File: config.mk
export PLATFORM = sky130hd
export DESIGN_NAME = pis_top
export DESIGN_NICKNAME = d
export VERILOG_FILES = /design/src/pis_pkg.sv /design/src/pis_fetch.sv /design/src/pis_top.sv
export SDC_FILE = /design/constraint.sdc
export NUM_CORES = 1
export LEC_CHECK = 0
export BUFFER_PORTS_ARGS = -buffer_cell sky130_fd_sc_hd__buf_2
export CORE_AREA = 2 2 132 134
export DETAILED_ROUTE_END_ITERATION = 6
export DIE_AREA = 0 0 134 136
export HOLD_SLACK_MARGIN = 0.12
export PLACE_DENSITY_LB_ADDON = 0.08
export SKIP_CTS_REPAIR_TIMING = 1
export SLEW_MARGIN = 20
export SYNTH_ARGS = -nofsm -noshare
export SYNTH_HDL_FRONTEND = slang
export SYNTH_SLANG_ARGS = --single-unit
File: constraint.sdc
create_clock -name i_clk -period 3.1 [get_ports i_clk]
set_input_delay 0.465 -clock i_clk [delete_from_list [all_inputs] [get_ports i_clk]]
set_output_delay 0.465 -clock i_clk [all_outputs]
set_load 0.05 [all_outputs]
File: src/pis_pkg.sv
// Package with constants and types for the processor init sequencer.
package pis_pkg;
    localparam int unsigned CLK_HZ = 25000000;
    localparam int unsigned FAIL_DELAY_CYC = 4;
    localparam int unsigned BIST_CYC = 64;
    localparam int unsigned CSUM_WORDS = 8;
    localparam int unsigned CSUM_AW = 3;
    localparam int unsigned PTR_WORD_A = 1;
    localparam int unsigned PTR_WORD_B = 2;
    localparam logic [31:0] BOOT_ADDR = 32'h0000_0000;
    localparam logic [31:0] WORD_BYTES = 32'h0000_0004;
    localparam logic [31:0] CSUM_GOOD = 32'h0000_0000;
    localparam int unsigned INT_W = 4;

    typedef enum logic [7:0] {
        PIS_IDLE = 8'h01,
        PIS_DLY  = 8'h02,
        PIS_BIST = 8'h04,
        PIS_WAIT = 8'h08,
        PIS_FET  = 8'h10,
        PIS_CHK  = 8'h20,
        PIS_RUN  = 8'h40,
        PIS_STOP = 8'h80
    } pis_state_t;
endpackage

File: src/pis_fetch.sv
// Checksum word fetcher that reads consecutive words and sums them.
`timescale 1ns/1ps
module pis_fetch
    import pis_pkg::*;
#(
    parameter int unsigned WORDS = CSUM_WORDS
) (
    input wire logic i_clk,
    input wire logic i_rstn,
    input wire logic i_start,
    output logic o_req,
    output logic [31:0] o_addr,
    input wire logic i_rdy,
    input wire logic [31:0] i_data,
    output logic o_done,
    output logic [31:0] o_sum,
    output logic [31:0] o_ptr_a,
    output logic [31:0] o_ptr_b
);
    logic [CSUM_AW:0] cnt_r;
    logic busy_r;

    assign o_req = busy_r;

    always_ff @(posedge i_clk) begin
        if (!i_rstn) begin
            busy_r <= 1'b0;
            cnt_r <= '0;
            o_done <= 1'b0;
        end else begin
            o_done <= 1'b0;
            if (i_start && !busy_r) begin
                busy_r <= 1'b1;
                cnt_r <= '0;
            end else if (busy_r && i_rdy) begin
                cnt_r <= cnt_r + 1'b1;
                if (32'(cnt_r) == WORDS - 1) begin
                    busy_r <= 1'b0;
                    o_done <= 1'b1;
                end
            end
        end
    end

    // Eight words from the boot address. R8
    always_ff @(posedge i_clk) begin
        if (!i_rstn) begin
            o_addr <= BOOT_ADDR;
        end else if (i_start && !busy_r) begin
            o_addr <= BOOT_ADDR;
        end else if (busy_r && i_rdy) begin
            o_addr <= o_addr + WORD_BYTES;
        end
    end

    always_ff @(posedge i_clk) begin
        if (!i_rstn) begin
            o_sum <= '0;
            o_ptr_a <= '0;
            o_ptr_b <= '0;
        end else if (i_start && !busy_r) begin
            o_sum <= '0;
        end else if (busy_r && i_rdy) begin
            o_sum <= o_sum + i_data;
            if (32'(cnt_r) == PTR_WORD_A) begin
                o_ptr_a <= i_data;
            end
            if (32'(cnt_r) == PTR_WORD_B) begin
                o_ptr_b <= i_data;
            end
        end
    end
endmodule

File: src/pis_top.sv
// Reset and initialization sequencer with failure and bad-access signals.
// Notes on behaviour
// Reset held at least 41 double-rate cycles.
// Sample role and startup straps at release.
// Role strap high primary, low secondary.
// Startup strap high runs active initialization.
// Failure asserted shortly after release, through self-test.
// Self-test fault keeps failure, enters stop.
// Passing self-test deasserts failure.
// Initializer sums eight words from zero.
// Bad checksum reasserts failure, stops forever.
// Good checksum loads data structure pointers; the fetcher loads words 1 and 2 as pointers even on a bad checksum.
// Clear latched interrupts before first instruction.
// Sample bad access cycle after last ready.
// Synchronous move/load bad access is recoverable.
// During reset, bus idle and outputs deasserted.
// Reset source aligns edges to clock.
// Non-initializer idles until started externally.
// Stopped state left only by reset.
`timescale 1ns/1ps
module pis_top
    import pis_pkg::*;
#(
    parameter int unsigned FAIL_DLY = FAIL_DELAY_CYC,
    parameter int unsigned BIST_LEN = BIST_CYC,
    parameter int unsigned IW = INT_W
) (
    input wire logic i_clk,
    input wire logic i_rstn,
    input wire logic i_interrupt0_pin,
    input wire logic i_bad_access_in,
    input wire logic i_bist_fault,
    input wire logic i_start_cmd,
    input wire logic i_last_ready,
    input wire logic i_sync_op,
    input wire logic [IW-1:0] i_int_req,
    input wire logic i_mem_rdy,
    input wire logic [31:0] i_mem_data,
    output logic o_mem_req,
    output logic [31:0] o_mem_addr,
    output logic o_failure_n_out,
    output logic o_failure_n_oe,
    output logic o_primary_bus_master,
    output logic o_secondary_bus_master,
    output logic o_running,
    output logic o_stopped,
    output logic [31:0] o_ptr_a,
    output logic [31:0] o_ptr_b,
    output logic [IW-1:0] o_int_latched,
    output logic o_fatal_err,
    output logic o_recov_err
);
    pis_state_t state_r;
    pis_state_t state_nxt;
    logic rst_q_r;
    logic role_r;
    logic startup_r;
    logic fail_r;
    logic [15:0] cnt_r;
    logic fetch_start;
    logic fetch_done;
    logic fetch_req;
    logic [31:0] fetch_addr;
    logic [31:0] sum;
    logic bad_q_r;

    // The phase counter saturates so a stalled state can never wrap
    // around into a false limit hit.
    localparam logic [15:0] CNT_SAT = 16'hffff;

    // True on the last cycle of a phase that lasts lim cycles.
    function automatic logic cnt_hit(input logic [15:0] c,
                                     input int unsigned lim);
        cnt_hit = (32'(c) + 1 >= lim);
    endfunction

    pis_fetch #(.WORDS(CSUM_WORDS)) pis_fetch_inst (
        .i_clk(i_clk),
        .i_rstn(i_rstn),
        .i_start(fetch_start),
        .o_req(fetch_req),
        .o_addr(fetch_addr),
        .i_rdy(i_mem_rdy),
        .i_data(i_mem_data),
        .o_done(fetch_done),
        .o_sum(sum),
        .o_ptr_a(o_ptr_a),
        .o_ptr_b(o_ptr_b)
    );

    // The host reset logic guarantees hold time and alignment. R1 R15
    always_ff @(posedge i_clk) begin
        rst_q_r <= i_rstn;
    end

    // Straps are caught in the first cycle after reset release. R2
    always_ff @(posedge i_clk) begin
        if (!i_rstn) begin
            role_r <= 1'b0;
            startup_r <= 1'b0;
            o_secondary_bus_master <= 1'b0;
        end else if (!rst_q_r) begin
            role_r <= i_interrupt0_pin;
            startup_r <= i_bad_access_in;
            o_secondary_bus_master <= !i_interrupt0_pin;
        end
    end

    // A fault or a bad checksum ends in stop, and only reset leaves it,
    // so a broken board never starts running half initialized.
    always_comb begin
        state_nxt = state_r;
        unique case (state_r)
            PIS_IDLE: state_nxt = PIS_DLY;
            PIS_DLY: begin
                if (cnt_hit(cnt_r, FAIL_DLY)) begin
                    state_nxt = PIS_BIST;
                end
            end
            PIS_BIST: begin
                if (i_bist_fault) begin
                    state_nxt = PIS_STOP;
                end else if (cnt_hit(cnt_r, BIST_LEN)) begin
                    state_nxt = startup_r ? PIS_FET : PIS_WAIT;
                end
            end
            PIS_WAIT: begin
                if (i_start_cmd) begin
                    state_nxt = PIS_RUN;
                end
            end
            PIS_FET: state_nxt = PIS_CHK;
            PIS_CHK: begin
                if (fetch_done) begin
                    state_nxt = (sum == CSUM_GOOD) ? PIS_RUN : PIS_STOP;
                end
            end
            PIS_RUN: state_nxt = PIS_RUN;
            PIS_STOP: state_nxt = PIS_STOP;
        endcase
    end

    always_ff @(posedge i_clk) begin
        if (!i_rstn || !rst_q_r) begin
            state_r <= PIS_IDLE;
        end else begin
            state_r <= state_nxt;
        end
    end

    always_ff @(posedge i_clk) begin
        if (!i_rstn || state_nxt != state_r) begin
            cnt_r <= '0;
        end else if (cnt_r != CNT_SAT) begin
            cnt_r <= cnt_r + 16'h0001;
        end
    end

    assign fetch_start = (state_r == PIS_FET);

    // Failure is held through self-test and any stop. R5 R6 R7 R9
    always_ff @(posedge i_clk) begin
        if (!i_rstn) begin
            fail_r <= 1'b0;
        end else begin
            fail_r <= (state_nxt == PIS_BIST) || (state_nxt == PIS_STOP);
        end
    end

    // Open-drain failure pin: pulled low only while failing.
    assign o_failure_n_out = 1'b0;
    assign o_failure_n_oe = fail_r;

    assign o_primary_bus_master = role_r;
    // Gated by reset so no request leaks out before the fetcher clears.
    assign o_mem_req = fetch_req && i_rstn;
    assign o_mem_addr = fetch_addr;

    // Status pins are registered from the next state, so they change on
    // the same edge as state_r with no decode path to the pins.
    always_ff @(posedge i_clk) begin
        if (!i_rstn || !rst_q_r) begin
            o_running <= 1'b0;
            o_stopped <= 1'b0;
        end else begin
            o_running <= (state_nxt == PIS_RUN);
            o_stopped <= (state_nxt == PIS_STOP);
        end
    end

    // Requests before run are discarded so no stale request fires. R11
    always_ff @(posedge i_clk) begin
        if (!i_rstn || state_r != PIS_RUN) begin
            o_int_latched <= '0;
        end else begin
            o_int_latched <= o_int_latched | i_int_req;
        end
    end

    // Bad access is looked at only one cycle after the final ready. R12
    always_ff @(posedge i_clk) begin
        if (!i_rstn) begin
            bad_q_r <= 1'b0;
        end else begin
            bad_q_r <= i_last_ready && o_running;
        end
    end

    // The sync-op level travels with bad access, so the two error pulses
    // can never both fire for one transfer.
    always_ff @(posedge i_clk) begin
        if (!i_rstn) begin
            o_fatal_err <= 1'b0;
            o_recov_err <= 1'b0;
        end else begin
            o_fatal_err <= bad_q_r && i_bad_access_in && !i_sync_op;
            o_recov_err <= bad_q_r && i_bad_access_in && i_sync_op;
        end
    end
endmodule

### Word level (Yosys, flattened, before mapping)

Index checks and enable logic that the tools add are counted.

| storage, ports and cells | value |
|---|---|
| bits in registers | 172 |

| operators by class | value |
|---|---|
| reduce and logical (&&, ||, !) cells | 24 |
| $add $sub $neg | 5 |
| muxes and demuxes | 12 |
| $lt $le $gt $ge | 2 |
| equality and inequality tests | 17 |
| bitwise operators | 4 |

Operators with widths:

| operator | number |
|---|---|
| 8-bit case mux with 8 select lines | 1 |
| 8-bit 2-to-1 mux | 6 |
| 32-bit by 3-bit adder with 32-bit output (second input constant) | 1 |
| 32-bit adder | 1 |
| 32-bit by 3-bit greater-or-equal comparator with 1-bit output (second input constant) | 1 |
| 32-bit zero test | 1 |
| 16-bit by 1-bit adder with 17-bit output (second input constant) | 1 |
| 17-bit by 7-bit greater-or-equal comparator with 1-bit output (second input constant) | 1 |
| 16-bit by 1-bit adder with 16-bit output (second input constant) | 1 |
| 8-bit by 3-bit equality test with 1-bit output (second input constant) | 2 |
| 8-bit by 7-bit equality test with 1-bit output (second input constant) | 2 |
| 8-bit equality test (second input constant) | 2 |
| 16-bit != test (second input constant) | 1 |
| 8-bit by 1-bit equality test with 1-bit output (second input constant) | 1 |
| 8-bit by 2-bit equality test with 1-bit output (second input constant) | 1 |
| 8-bit by 4-bit equality test with 1-bit output (second input constant) | 1 |
| 8-bit by 5-bit equality test with 1-bit output (second input constant) | 1 |
| 8-bit by 6-bit equality test with 1-bit output (second input constant) | 1 |
| 8-bit by 7-bit != test with 1-bit output (second input constant) | 1 |
| 8-bit != test | 1 |
| 1-bit logical AND | 7 |
| 3-bit AND reduction | 2 |
| 1-bit zero test | 5 |
| 5-bit 2-to-1 mux | 1 |
| other kinds (12) | 21 |

### Logic depth before layout (Yosys ltp)

| logic depth | value |
|---|---|
| depth after elaboration | 7 |
| gate-level depth with buffers | 13 |
| mapped depth without buffers | 13 |

### Hierarchy

From an unflattened synthesis, not the netlist that was laid out.

| unflattened totals | value |
|---|---|
| cell total of the unflattened synthesis | 1103 |
| area, all modules | 8863.5 µm² |

By module, submodules not included:

| module | area each (µm²) | instances | sequential area each (µm²) | cells each |
|---|---|---|---|---|
| pis_fetch | 6781.5 | 1 | 2642.5 | 856 |
| pis_top | 2082.0 | 1 | 760.7 | 247 |

### Least setup slack after synthesis

No wires, ideal clock.

| timing path | value |
|---|---|
| path type | input to register |
| start point | input port i_mem_data[0] |
| end point | register pis_fetch_inst.o_sum[30] |
| data required time | 3.038 ns |
| buffers on the path | 0 |
| slack | 0.026 ns |
| setup time | 0.062 ns |
| arrival time | 3.012 ns |
| stages | 13 |
| cells stage by stage | ha_1 -> inv_1 -> fa_1 -> nand2b_1 -> a21oi_1 -> o21a_1 -> o211ai_1 -> a2111oi_0 -> o22ai_1 -> o31ai_2 -> a221oi_1 -> or4_1 -> nand3_1 |

| on the way | value |
|---|---|
| word-level cells in the longest chain between the ends | 1 |

Ends and longest elaborated chain:

| element | RTL line | text |
|---|---|---|
| start: declaration | pis_top.sv:38 | `input wire logic [31:0] i_mem_data,` |
| 32-bit adder | pis_fetch.sv:64 | `o_sum <= o_sum + i_data;` |
| end signal: assignment | pis_fetch.sv:64 |  |
| end: declaration | pis_fetch.sv:16 | `output logic [31:0] o_sum,` |

No other way between the ends.
A chain may end at the register's enable or synchronous reset.

### Worst setup path after layout

| timing path | value |
|---|---|
| start point | register pis_fetch_inst.o_sum[0] |
| end point | register pis_fetch_inst.o_sum[30] |

| on the way | value |
|---|---|
| word-level cells in the longest chain between the ends | 1 |

Ends and longest elaborated chain:

| element | RTL line |
|---|---|
| 32-bit adder | pis_fetch.sv:64 |

No other way between the ends.

==> flow_metrics.env <==
export IMPL_rsz0062_at_grt="true"
export IMPL_die_y_um=136
export IMPL_fin_nets=1262
export IMPL_max_freq_ghz=0.324
export IMPL_drt_wirelength_per_cell_um=14.4
export IMPL_io_pins=154
export IMPL_io_buffer_count=150
export IMPL_drc=0
export IMPL_finalCriticalPeriod_ns=3.09
export IMPL_grt_usage_pct=22.6
export IMPL_place_congestion=0.897
export IMPL_synth_main_ff_cell="dfxtp_1"
export IMPL_crit_fanout=3
export IMPL_finalWirelength_um=20500
export IMPL_syn_area_per_cell_um2=8.07
export IMPL_ant_nets=0
export IMPL_slowest_stage="a2111oi_2"
export IMPL_finalPower_mw=4.44
export IMPL_dp_hpwl_um=14300
export IMPL_hold_slack_ns=0.200
export IMPL_vdd_ir_drop_max_mv=0.380
export IMPL_final_common_cell="nand2_1"
export IMPL_path_clk_slew_ns=0.06
export IMPL_outcome="completed"
export IMPL_leakage_nw=4.26
export IMPL_async_flop_share_pct=0
export IMPL_die_w_um=134
export IMPL_synth_edff_count=0
export IMPL_path_class="flip-flop to flip-flop"
export IMPL_final_core_util_pct=59.2
export IMPL_cp_start_kind="flip-flop"
export IMPL_drt_pass1_iter_count=4
export IMPL_antenna_found_initial=1
export IMPL_drtIter0Drc=407
export IMPL_initial_utilization_pct=48.7
export IMPL_critPathBufInv=1
export IMPL_cap_violations=0
export IMPL_synth_cell_types=70
export IMPL_synthCells=1019
export IMPL_hold_viol_final=0
export IMPL_routed_via_density=5.17
export IMPL_area_growth_pct=21.5
export IMPL_drv_slew=0
export IMPL_slew_headroom_pct=42.1
export IMPL_end_kind="flip-flop"
export IMPL_die_area_um2=18200
export IMPL_cts_buffers=17
export IMPL_final_cell_mix="215 x nand2_1, 169 x dfxtp_1, 150 x buf_2, 132 x a21oi_1, 89 x nor2_1"
export IMPL_via_count=7338
export IMPL_crit_chain="ha_4, inv_2, fa_2, nand2b_4, a21oi_2, o21a_1, o211ai_1, a2111oi_2, o22ai_2, o31ai_2, a221oi_2, or4_1, nand3_1"
export IMPL_critPathMaxStageDelay_ns=0.43
export IMPL_coreArea_um2=16900
export IMPL_worst_pin_slew_ns=0.861
export IMPL_required_ns=3.47
export IMPL_grt_pass1_wl_um=33400
export IMPL_post_route_period_util_pct=99.6
export IMPL_grt_max_degree=71
export IMPL_skew_ns=0.00795
export IMPL_synth_area_um2=8220
export IMPL_grt_pass1_vias=6811
export IMPL_synth_seq_area_share_pct=41.4
export IMPL_htree_levels=4
export IMPL_place_area_um2=9350
export IMPL_cts_tree="built"
export IMPL_cts_sinks=170
export IMPL_root_buffer="clkbuf_16"
export IMPL_setup_viol=0
export IMPL_clk_latency_ns=0.43
export IMPL_clockBufferDepth=2
export IMPL_hold_class="input port to flip-flop"
export IMPL_powerDensity_nw_per_um2=444
export IMPL_worstPathArrival_ns=3.46
export IMPL_grt_overflow_total=0
export IMPL_final_area_um2=9990
export IMPL_ys_ff_latch=170
export IMPL_yosysWarnings=0
export IMPL_rows=48
export IMPL_drive_above_1_share_pct=22.0
export IMPL_crit_family="compound AO/OA/AOI/OAI gates"
## cells in the mapped netlist (all sizes together), types with 2 or more instances
master,n,area share (%)
o22ai,2,0.15
nor2,96,4.8
a21oi,139,8.7
o211a,2,0.24
nand2,217,10
o21bai,2,0.18
and2,7,0.53
or2,4,0.33
buf,9,0.96
nand4,13,0.99
a31oi,3,0.23
and4,3,0.32
o31a,3,0.32
a211oi,11,1.2
or4,4,0.37
o31ai,3,0.33
xnor2,23,2.5
xor2,42,4.5
o211ai,5,0.46
or3,11,0.84
nor3,14,1.1
mux2i,4,0.49
inv,16,0.73
a21o,20,1.8
nand2b,7,0.53
nor3b,2,0.18
and3,12,0.93
clkbuf,40,1.8
nand3b,2,0.18
o21ai,33,2.1
ha,36,5.5
nor2b,2,0.15
nor4,10,0.76
dfxtp,170,41
nand3,29,2.0
o21a,9,0.82
## metrics by stage
stage	worst slack, ns	setup TNS, ns	cells
2_1_floorplan	0.0259	0	1021
3_3_place_gp	-0.323	-0.876	1383
3_5_place_dp	-0.347	-1.07	1383
4_1_cts	-0.120	-0.162	1415
5_1_grt	-0.190	-0.371	1418
6_report	0.0117	0	1419
## routing by layer
layer  wire, um  GRT usage (%)  part of all wire (%)
met3        825           4.06                   4.0
met1       9970           30.8                    49
met5          0              0                     0
met4        230           7.86                   1.1
met2       9430           35.9                    46
## cell families after synthesis
group | share of synthesized area, %
AO/OA/AOI/OAI | 17.5
AND/OR/NAND/NOR | 24.4
other | 0.0456
XOR/XNOR | 6.92
adder cells (fa/ha/maj) | 5.72
multiplexers | 0.487
buffers and inverters | 3.53
flip-flops | 41.4
## area by class of cell
cell class,instances,area [um^2]
clock buffers,18,439
clock inverters,14,123
flip-flops and latches,170,3400
fillers,1627,6890
multi-input cells,786,4600
repair buffers,189,1080
diodes,1,2.50
inverters,16,60.1
well taps,225,282
## report_power, final
part           internal [mW]  switching, mW  total (mW)
sequential              2.19        0.00432        2.19
clock                   1.13          0.918        2.05
combinational         0.0702          0.128       0.198
total                   3.39           1.05        4.44
## flip-flops by register name (all words and copies together), names as in the netlist, 4 cells and up
name                    cells
pis_fetch_inst.o_addr      30
pis_fetch_inst.o_ptr_a     32
pis_fetch_inst.o_sum       32
cnt_r                      16
state_r                     8
pis_fetch_inst.cnt_r        4
o_int_latched               4
pis_fetch_inst.o_ptr_b     32
## path summary, 6_finish.rpt
path	startpoint	slack, ns	endpoint	depth (start not counted)
worst max register to register	pis_fetch_inst.o_sum[0]$_SDFFE_PP0P_	0.01	pis_fetch_inst.o_sum[30]$_SDFFE_PP0P_	13
worst max-delay path	pis_fetch_inst.o_sum[0]$_SDFFE_PP0P_	0.01	pis_fetch_inst.o_sum[30]$_SDFFE_PP0P_	13
worst min-delay path	i_sync_op	0.20	o_fatal_err$_SDFF_PN0_	2
worst min register to register	o_int_latched[2]$_SDFF_PP0_	0.45	o_int_latched[2]$_SDFF_PP0_	1
Power figures use the tool's default switching activity.
